[src/shared/sfc_pkg.sv]
package sfc_pkg;
  // Register map, printed offsets on an 8-bit port.
  localparam logic [7:0] SFC_OFS_SYS0  = 8'h05;
  localparam logic [7:0] SFC_OFS_SYS1  = 8'h06;
  localparam logic [7:0] SFC_OFS_APPE  = 8'h07;
  localparam logic [7:0] SFC_OFS_BOOTE = 8'h08;
  localparam logic [7:0] SFC_OFS_LOCK  = 8'h0A;
  localparam logic [7:0] SFC_SYS0_RST  = 8'hC4;
  localparam logic [7:0] SFC_SYS0_MASK = 8'hCD;
  localparam logic [7:0] SFC_SYS1_MASK = 8'h07;
  localparam logic [7:0] SFC_OPEN_CODE = 8'hC5;
  // Field positions.
  localparam int SFC_CRC_LSB = 6;
  localparam int SFC_PIN_LSB = 2;
  localparam int SFC_KEEP_BIT = 0;
  // Scan regions and pin functions.
  localparam logic [1:0] SFC_CRC_FULL = 2'h0;
  localparam logic [1:0] SFC_CRC_BOOT = 2'h1;
  localparam logic [1:0] SFC_CRC_BAPP = 2'h2;
  localparam logic [1:0] SFC_CRC_NONE = 2'h3;
  localparam logic [1:0] SFC_PIN_GPIO = 2'h0;
  localparam logic [1:0] SFC_PIN_DBG  = 2'h1;
  localparam logic [1:0] SFC_PIN_RST  = 2'h2;
  // Flash access classes.
  localparam logic [1:0] SFC_CLS_BOOT = 2'h0;
  localparam logic [1:0] SFC_CLS_CODE = 2'h1;
  localparam logic [1:0] SFC_CLS_DATA = 2'h2;
  // Timing.
  localparam int SFC_CLK_PERIOD_NS = 100;
  localparam int SFC_STEP_TIME_NS  = 1000000;
  localparam int SFC_STEP_CYCLES   = SFC_STEP_TIME_NS / SFC_CLK_PERIOD_NS;
  localparam logic [9:0] SFC_PIN_HOLD_TICKS = 10'd768;
  typedef enum logic [1:0] {
    SFC_ST_LOAD  = 2'b00,
    SFC_ST_DELAY = 2'b01,
    SFC_ST_RUN   = 2'b11
  } sfc_state_t;
endpackage

[src/sfc_fuse_decode.sv]
// Added by the designer: the strobed register port.
`timescale 1ns/1ps
module sfc_fuse_decode
  import sfc_pkg::*;
#(
  parameter int STEP_CYCLES = SFC_STEP_CYCLES
) (
  input  wire logic        clk_sys,
  input  wire logic        rst_b,
  input  wire logic [7:0]  fuse_sys0,
  input  wire logic [7:0]  fuse_sys1,
  input  wire logic [7:0]  fuse_app_end,
  input  wire logic [7:0]  fuse_boot_end,
  input  wire logic [7:0]  fuse_lock,
  input  wire logic        slow_tick,
  input  wire logic [15:0] flash_addr,
  input  wire logic        dbg_req,
  input  wire logic        dbg_cs_space,
  input  wire logic [7:0]  reg_addr,
  input  wire logic [7:0]  reg_wdata,
  input  wire logic        reg_wr,
  input  wire logic        reg_rd,
  output logic [7:0]       reg_rdata,
  output logic [1:0]       crc_scan_source,
  output logic [1:0]       reset_pin_function,
  output logic             gpio_drive_ok,
  output logic             eeprom_erase_on_chip_erase,
  output logic             device_locked,
  output logic             dbg_grant,
  output logic             code_run,
  output logic [1:0]       flash_class
);

  // ----------------------------------------
  // Reset release
  // ----------------------------------------
  logic rst_s1_q;
  logic rst_s2_q;

  always_ff @(posedge clk_sys or negedge rst_b) begin
    if (!rst_b) begin
      rst_s1_q <= 1'b0;
      rst_s2_q <= 1'b0;
    end else begin
      rst_s1_q <= 1'b1;
      rst_s2_q <= rst_s1_q;
    end
  end

  wire rst_n_s = rst_s2_q;

  // ----------------------------------------
  // Fuse holding registers
  // ----------------------------------------
  sfc_state_t state_q;
  sfc_state_t state_d;
  logic [7:0] sys0_q;
  logic [7:0] sys1_q;
  logic [7:0] app_end_q;
  logic [7:0] boot_end_q;
  logic [7:0] lock_q;

  wire is_load  = (state_q == SFC_ST_LOAD);
  wire lock_wr  = reg_wr && (reg_addr == SFC_OFS_LOCK) && !is_load;

  always_ff @(posedge clk_sys or negedge rst_n_s) begin
    if (!rst_n_s) begin
      sys0_q     <= SFC_SYS0_RST;
      sys1_q     <= 8'h00;
      app_end_q  <= 8'h00;
      boot_end_q <= 8'h00;
      lock_q     <= 8'h00;
    end else if (is_load) begin
      // Captured once; all but lock_q then frozen until the next reset, lock_q stays writable.
      sys0_q     <= fuse_sys0 & SFC_SYS0_MASK;
      sys1_q     <= fuse_sys1 & SFC_SYS1_MASK;
      app_end_q  <= fuse_app_end;
      boot_end_q <= fuse_boot_end;
      lock_q     <= fuse_lock;
    end else if (lock_wr) begin
      lock_q     <= reg_wdata;
    end
  end

  // ----------------------------------------
  // Field decode
  // ----------------------------------------
  wire [1:0] crc_fld  = sys0_q[SFC_CRC_LSB+1:SFC_CRC_LSB];
  wire [1:0] pin_fld  = sys0_q[SFC_PIN_LSB+1:SFC_PIN_LSB];
  wire       keep_ee  = sys0_q[SFC_KEEP_BIT];
  wire       locked_w = (lock_q != SFC_OPEN_CODE);
  wire       erase_ee = locked_w || !keep_ee;
  wire       pin_gpio = (pin_fld == SFC_PIN_GPIO);
  wire       grant_w  = dbg_req && (!locked_w || dbg_cs_space);

  // ----------------------------------------
  // Flash classification
  // ----------------------------------------
  wire [7:0] blk      = flash_addr[15:8];
  wire       in_boot  = (boot_end_q == 8'h00) || (blk < boot_end_q);
  wire       in_code  = (app_end_q == 8'h00) || (blk < app_end_q);
  wire [1:0] class_w  = in_boot ? SFC_CLS_BOOT :
                        in_code ? SFC_CLS_CODE : SFC_CLS_DATA;

  // ----------------------------------------
  // Pin driver hold after reset
  // ----------------------------------------
  logic [9:0] hold_cnt_q;
  logic       hold_done_q;

  wire hold_last = slow_tick && (hold_cnt_q == SFC_PIN_HOLD_TICKS - 10'd1);

  always_ff @(posedge clk_sys or negedge rst_n_s) begin
    if (!rst_n_s) begin
      hold_cnt_q  <= 10'h000;
      hold_done_q <= 1'b0;
    end else if (!hold_done_q && slow_tick) begin
      hold_cnt_q  <= hold_cnt_q + 10'd1;
      hold_done_q <= hold_last;
    end
  end

  // ----------------------------------------
  // Start-up delay
  // ----------------------------------------
  logic [19:0] cyc_cnt_q;
  logic [6:0]  step_cnt_q;

  wire [2:0] startup_delay_select      = sys1_q[2:0];
  wire [6:0] step_tgt = (startup_delay_select == 3'h0) ? 7'h00 : 7'(7'h01 << (startup_delay_select - 3'h1));
  wire       step_end = (cyc_cnt_q == 20'(STEP_CYCLES - 1));
  wire       dly_done = (step_cnt_q == step_tgt);

  always_comb begin
    case (state_q)
      SFC_ST_LOAD:  state_d = SFC_ST_DELAY;
      SFC_ST_DELAY: state_d = dly_done ? SFC_ST_RUN : SFC_ST_DELAY;
      SFC_ST_RUN:   state_d = SFC_ST_RUN;
      default:      state_d = SFC_ST_LOAD;
    endcase
  end

  always_ff @(posedge clk_sys or negedge rst_n_s) begin
    if (!rst_n_s) begin
      state_q <= SFC_ST_LOAD;
    end else begin
      state_q <= state_d;
    end
  end

  always_ff @(posedge clk_sys or negedge rst_n_s) begin
    if (!rst_n_s) begin
      cyc_cnt_q  <= 20'h00000;
      step_cnt_q <= 7'h00;
    end else if (state_q == SFC_ST_DELAY && !dly_done) begin
      cyc_cnt_q  <= step_end ? 20'h00000 : cyc_cnt_q + 20'h00001;
      step_cnt_q <= step_end ? step_cnt_q + 7'h01 : step_cnt_q;
    end
  end

  // ----------------------------------------
  // Register read port
  // ----------------------------------------
  logic [7:0] rd_mux;

  always_comb begin
    case (reg_addr)
      SFC_OFS_SYS0:  rd_mux = sys0_q;
      SFC_OFS_SYS1:  rd_mux = sys1_q;
      SFC_OFS_APPE:  rd_mux = app_end_q;
      SFC_OFS_BOOTE: rd_mux = boot_end_q;
      SFC_OFS_LOCK:  rd_mux = lock_q;
      default:       rd_mux = 8'h00;
    endcase
  end

  // ----------------------------------------
  // Output flops
  // ----------------------------------------
  always_ff @(posedge clk_sys or negedge rst_n_s) begin
    if (!rst_n_s) begin
      reg_rdata                  <= 8'h00;
      crc_scan_source            <= SFC_CRC_NONE;
      reset_pin_function         <= SFC_PIN_RST;
      gpio_drive_ok              <= 1'b0;
      eeprom_erase_on_chip_erase <= 1'b1;
      device_locked              <= 1'b1;
      dbg_grant                  <= 1'b0;
      code_run                   <= 1'b0;
      flash_class                <= SFC_CLS_BOOT;
    end else begin
      reg_rdata                  <= reg_rd ? rd_mux : 8'h00;
      crc_scan_source            <= crc_fld;
      reset_pin_function         <= pin_fld;
      gpio_drive_ok              <= pin_gpio && hold_done_q;
      eeprom_erase_on_chip_erase <= erase_ee;
      device_locked              <= locked_w;
      dbg_grant                  <= grant_w;
      code_run                   <= (state_q == SFC_ST_RUN);
      flash_class                <= class_w;
    end
  end

  logic past_ok_q;

  always_ff @(posedge clk_sys or negedge rst_n_s) begin
    if (!rst_n_s) begin
      past_ok_q <= 1'b0;
    end else begin
      past_ok_q <= 1'b1;
    end
  end
endmodule // sfc_fuse_decode

[config.mk]
export PLATFORM = sky130hd
export DESIGN_NAME = sfc_fuse_decode
export DESIGN_NICKNAME = d
export VERILOG_FILES = /design/src/shared/sfc_pkg.sv /design/src/sfc_fuse_decode.sv
export SDC_FILE = /design/constraint.sdc
export NUM_CORES = 1
export LEC_CHECK = 0
export CAP_MARGIN = 20
export CORE_MARGIN = 4
export CORE_UTILIZATION = 40
export CTS_CLUSTER_DIAMETER = 60
export DETAILED_ROUTE_END_ITERATION = 7
export DONT_BUFFER_PORTS = 1
export HOLD_SLACK_MARGIN = 0.02
export SETUP_SLACK_MARGIN = 0.02
export SYNTH_ARGS = -nofsm -noshare
export SYNTH_HDL_FRONTEND = slang
export SYNTH_SLANG_ARGS = --single-unit
[constraint.sdc]
create_clock -name clk_sys -period 6.2 [get_ports clk_sys]
set_clock_uncertainty 0.2 [all_clocks]
set_input_delay 0.62 -clock clk_sys [delete_from_list [all_inputs] [get_ports clk_sys]]
set_output_delay 0.62 -clock clk_sys [all_outputs]
set_load 0.01 [all_outputs]
Word level (Yosys, flattened, before mapping):

Index checks and enable logic that the tools add are counted.

* add/sub/neg operators: 4
* multiply operators: 0
* divide/modulo/power cells: 0
* $lt $le $gt $ge: 2
* equality and inequality tests: 11
* shift operators: 1
* mux-type cells: 10
* bitwise gates (word level): 0
* reduce and logical (&&, ||, !) cells: 23

Operators by type and width (number)
* $pmux W8 S5: 1
* $eq A8 B3 Y1 const B: 3
* $mux W8: 3
* $add A20 B1 Y20 const B: 1
* $eq A20 B14 Y1 const B: 1
* $mux W20: 1
* $eq A8 B4 Y1 const B: 2
* $logic_not A8 Y1: 2
* $lt A8 B8 Y1: 2
* $add A10 B1 Y10 const B: 1
* $eq A10 B10 Y1 const B: 1
* $ne A8 B8 Y1 const B: 1
* $add A7 B1 Y7 const B: 1
* $eq A7 B7 Y1: 1
* $logic_and A1 B1 Y1: 7
* $mux W7: 1
* $shl A1 B3 Y7 const A: 1
* $mux W2: 3
* $pmux W2 S3: 1
* $logic_not A1 Y1: 5
* $logic_not A2 Y1: 2
* $logic_or A1 B1 Y1: 4
* $logic_not A3 Y1: 1
* $sub A3 B1 Y3 const B: 1
* 4 further kinds: 4

* register bits: 93
* latch bits: 0
* memory bits (writable): 0
* ROM bits: 0
* bits of input ports: 79
* output and inout bits: 19
* word-level logic and storage cells: 72
* memories kept: 0

Depth between registers and ports, before layout:

* word-level depth: 7
* depth in mapped cells: 8
* gate-level depth less buffers: 7

Worst setup path after synthesis:

OpenSTA, ideal clock, no wires.

* path type: reg-to-reg
* start point: register cyc_cnt_q[14]
* end point: register step_cnt_q[1]
* library setup time: 0.125 ns
* arrival: 1.902 ns
* data required time: 5.875 ns
* setup slack: 3.973 ns
* stages on the path, launching flop included: 6
* path buffers: 0
* cells stage by stage: dfrtp_1 -> or4b_4 -> nor4_4 -> nand2_2 -> or2_4 -> mux2_4

* longest elaborated chain between the ends: 2

Ends and longest elaborated chain
* start: declaration: line sfc_fuse_decode.sv:126 `logic [19:0] cyc_cnt_q;`
* start signal: assignment: line sfc_fuse_decode.sv:156 `cyc_cnt_q <= step_end ? 20'h00000 : cyc_cnt_q + 20'h00001;`
* $eq A20 B14 Y1: line sfc_fuse_decode.sv:131 `wire step_end = (cyc_cnt_q == 20'(STEP_CYCLES - 1));`
* $reduce_and A2 Y1 (no line)
* end signal: assignment: line sfc_fuse_decode.sv:157 `step_cnt_q <= step_end ? step_cnt_q + 7'h01 : step_cnt_q;`
* end: declaration: line sfc_fuse_decode.sv:127 `logic [6:0] step_cnt_q;`

No other way between the ends.
A chain may end at the register's enable or synchronous reset.

Worst setup path in the final report:

Ends and elaborated chain as after synthesis.

==> impl_metrics.csv <==
group,metric,value,unit
status,status,"finished, final reports clean",
power,power_density,258,mW/mm^2
worst_setup_path,reg2reg_depth,5,
floorplan,fp-row-count,39,
global_routing,grt_max_degree,77,
sta,hold_viol,0,
run,maxCapViolations,0,
synthesis,ys_seq_area_share,49.6,%
floorplan,core,0.0115,sq mm
sta,finalSetupViolCount,0,
synthesis,yosys_warnings,0,
worst_setup_path,crit_type,"reg -> reg",
worst_setup_path,cp_data_arrival_time,2.83,ns
route,dr.first_iter.drc_count,138,
placed_design,hpwl,7.31,mm
worst_setup_path,endpoint_kind,"flop",
cts,cts.sinks,93,
synthesis,synth_edf_count,0,
floorplan,fp.dieW,116,um
worst_setup_path,cp_max_fo,17,
worst_setup_path,crit_chain,"or4b_4, nor4_4, nand2_2, or2_4, mux2_4",
placed_design,routabilityCongestion,0.811,
floorplan,die-area,0.0136,sq mm
power,p_int,0.000977,W
route,drc_errors,0,
placed_design,dp_cells,584,
synthesis,syn_area,0.00471,sq mm
synthesis,yosysUniqueCellTypes,58,
floorplan,num_io_pins,98,
cts,clk_pin_slew_worst_paths,0.07,ns
finish,finalNonFillerCells,602,
synthesis,syn_nets,555,
finish,syn2layout_area_growth,8.80,%
synthesis,syn_inst,459,
power,combPwrFrac,7.5,%
sta,relSlewSlack,30.8,%
route,drtPass1Iterations,4,
cts,cts_resized,0,
floorplan,die_y,116,um
synthesis,ys_ff_latch,93,
global_routing,grt_pass1_vias,3455,
finish,final_design_area_no_fill,0.00512,sq mm
global_routing,grt.total_usage,16.2,%
sta,tightest_slew,1.04,ns
global_routing,gr-total-overflow,0,
cts,clk_latency,0.35,ns
placed_design,post_dp_cell_area,0.00481,sq mm
worst_setup_path,critPathSlowestCell,"nor4_4",
route,detail-route-antenna-nets,0,
route,viasPerCell,5.60,
cts,cts_tree,"yes",
cts,htreeDepth,3,
cts,cts_root_buf,"clkbuf_16",
sta,max_freq,0.357,GHz
route,wl_per_cell,17.2,um
sta,fin_crit,2.80,ns
cts,post-cts-setup-buffers,0,
finish,nets,550,
sta,post-route-period-util,45.2,%
route,routed_wl,10.4,mm
finish,drive_above_1_share,12.2,%
worst_setup_path,ff2ff_setup_slack,3.40,ns
cts,clockBufferDepth,2,
global_routing,grt_pass1_wl,17.1,mm
synthesis,synth.avg_cell_area,10.3,sq um
sta,setup_slack,3.40,ns
sta,setup_tns,0,ns
power,p_seq_share,51.9,%
sta,drv_slew,0,
floorplan,start_util,41.1,%
power,leakage,2.10,nW
hold_path,holdCritPathClass,"reg -> async",
cts,cts_buffers,9,
power,swShare,26.0,%
worst_setup_path,reg2reg_to,"step_cnt_q[1]",
route,num_vias,3372,
power,peakVddDrop,0.000210,V
synthesis,synth-main-ff-cell,"dfrtp_1",
placed_design,pre_cts_ws,3.45,ns
sta,rsz0062_at_grt,"false",
worst_setup_path,worstPathRequired,6.23,ns
worst_setup_path,max_stage_delay,0.79,ns
global_routing,antenna_found_initial,0,
power,switching_power,0.000343,W
placed_design,io_buffer_count,0,
worst_setup_path,worstSetupStartpointType,"flop",
synthesis,synthArstFlopShare,100,%
power,pwr-share-clk,40.6,%
worst_setup_path,r2r_start,"cyc_cnt_q[14]",
finish,antenna_cells,0,
cell families (layout without fill, tap and decap cells):
group,after synthesis,after routing,share of synthesized area (%)
AO/OA/AOI/OAI,104,104,14.2
XOR/XNOR,20,20,3.72
buffers and inverters,39,39,3.61
flip-flops,93,93,49.6
adder cells (fa/ha/maj),17,17,4.52
AND/OR/NAND/NOR,161,161,18.7
multiplexers,24,24,5.55
other,1,1,0.0796
worst max path at each step:
stage	from	endpoint	slack (ns)	cells past startpoint
floorplan	rst_n_s	app_end_q[0]	3.23	0
global placement	cyc_cnt_q[14]	step_cnt_q[1]	3.43	5
detailed placement	cyc_cnt_q[14]	step_cnt_q[1]	3.45	5
CTS	cyc_cnt_q[14]	step_cnt_q[1]	3.42	5
global route	sys1_q[0]	step_cnt_q[1]	3.28	6
finish	cyc_cnt_q[14]	step_cnt_q[1]	3.40	5
layer usage:
| metal | track usage (%) | share of wire (%) | vias to the layer above |
|---|---|---|---|
| met3 | 6.42 | 7.9 | 14 |
| met5 | 0 | 0 | - |
| met1 | 20.6 | 45 | 1624 |
| li1 | - | - | 1631 |
| met2 | 25.0 | 45 | 103 |
| met4 | 5.88 | 1.8 | 0 |
stage by stage:
step | power [W] | util (%) | hold slack, ns
6_report | 0.00132 | 44.7 | 0.0666
5_1_grt | 0.00138 | 44.7 | 0.0769
4_1_cts | 0.00134 | 44.7 | 0.0753
3_5_place_dp | 0.000796 | 42.0 | -0.0223
3_3_place_gp | 0.000788 | 42.0 | -0.0251
2_1_floorplan | 0.000768 | - | 0.124
Yosys cell counts, types with 4 or more instances:
master	n	area share, %
buf_2	7	0.74
o31ai_1	17	2.7
nand4_1	13	1.7
nor2b_1	4	0.53
and3_1	8	1.1
a21oi_1	19	2.0
dfstp_2	8	4.5
a21o_1	6	0.96
nor4_1	6	0.80
a22oi_1	5	0.80
o41ai_1	4	0.74
nand3_1	15	1.6
nor3_1	7	0.74
and2_1	4	0.53
clkbuf_1	8	0.64
xnor2_1	11	2.0
nand2b_1	9	1.2
mux2_2	13	3.1
nor2_1	28	2.2
ha_1	17	4.5
xor2_1	9	1.7
mux2i_1	10	2.1
inv_1	19	1.5
nand2_1	42	3.3
dfrtp_1	85	45
o21ai_0	37	3.9
registers in the layout, indices dropped and copies added, names as in the netlist, 2 cells and up:
register,count
state_q,2
cyc_cnt_q,20
lock_q,8
reg_rdata,8
sys0_q,5
crc_scan_source,2
boot_end_q,8
app_end_q,8
flash_class,2
reset_pin_function,2
sys1_q,3
step_cnt_q,7
hold_cnt_q,10
worst max-delay path: cells and delay by family, from the launching register on:
family | cells | cell delay, ns
flip-flops | 1 | 0.44
multiplexers | 1 | 0.29
AND/OR/NAND/NOR | 4 | 1.76
power groups by stage:
stage,clock network [W],registers (W),logic [W]
detailed placement,0,0.000698,0.0000976
finish,0.000536,0.000685,0.0000989
CTS,0.000554,0.000685,0.000102
global placement,0,0.000696,0.0000926
floorplan,0,0.000692,0.0000760
global route,0.000574,0.000692,0.000115
cells in the final DEF (no fill, tap or decap), drive strengths merged, types with 5 or more instances in the layout:
cell / count
a21o: 6
a21oi: 19
a22oi: 5
and3: 8
clkbuf: 9
dfrtp: 85
dfstp: 8
ha: 17
inv: 24
mux2: 14
mux2i: 10
nand2: 43
nand2b: 9
nand3: 15
nand4: 13
nor2: 29
nor3: 8
nor4: 7
o21ai: 37
o31ai: 17
xnor2: 11
xor2: 9
layout make-up:
class | count | area, sq um
Sequential cell | 93 | 2340
Clock inverter | 7 | 62.6
Fill cell | 1069 | 6340
Inverter | 19 | 71.3
Tap cell | 143 | 179
Timing Repair Buffer | 4 | 35.0
Multi-Input combinational cell | 327 | 2210
Clock buffer | 9 | 225
repair_timing:
action	CTS	global route
endpoints found under the setup margin	0	0
hold buffers	2	0
endpoints found under the hold margin	16	0
No activity file was read; power rests on OpenSTA's default activity.
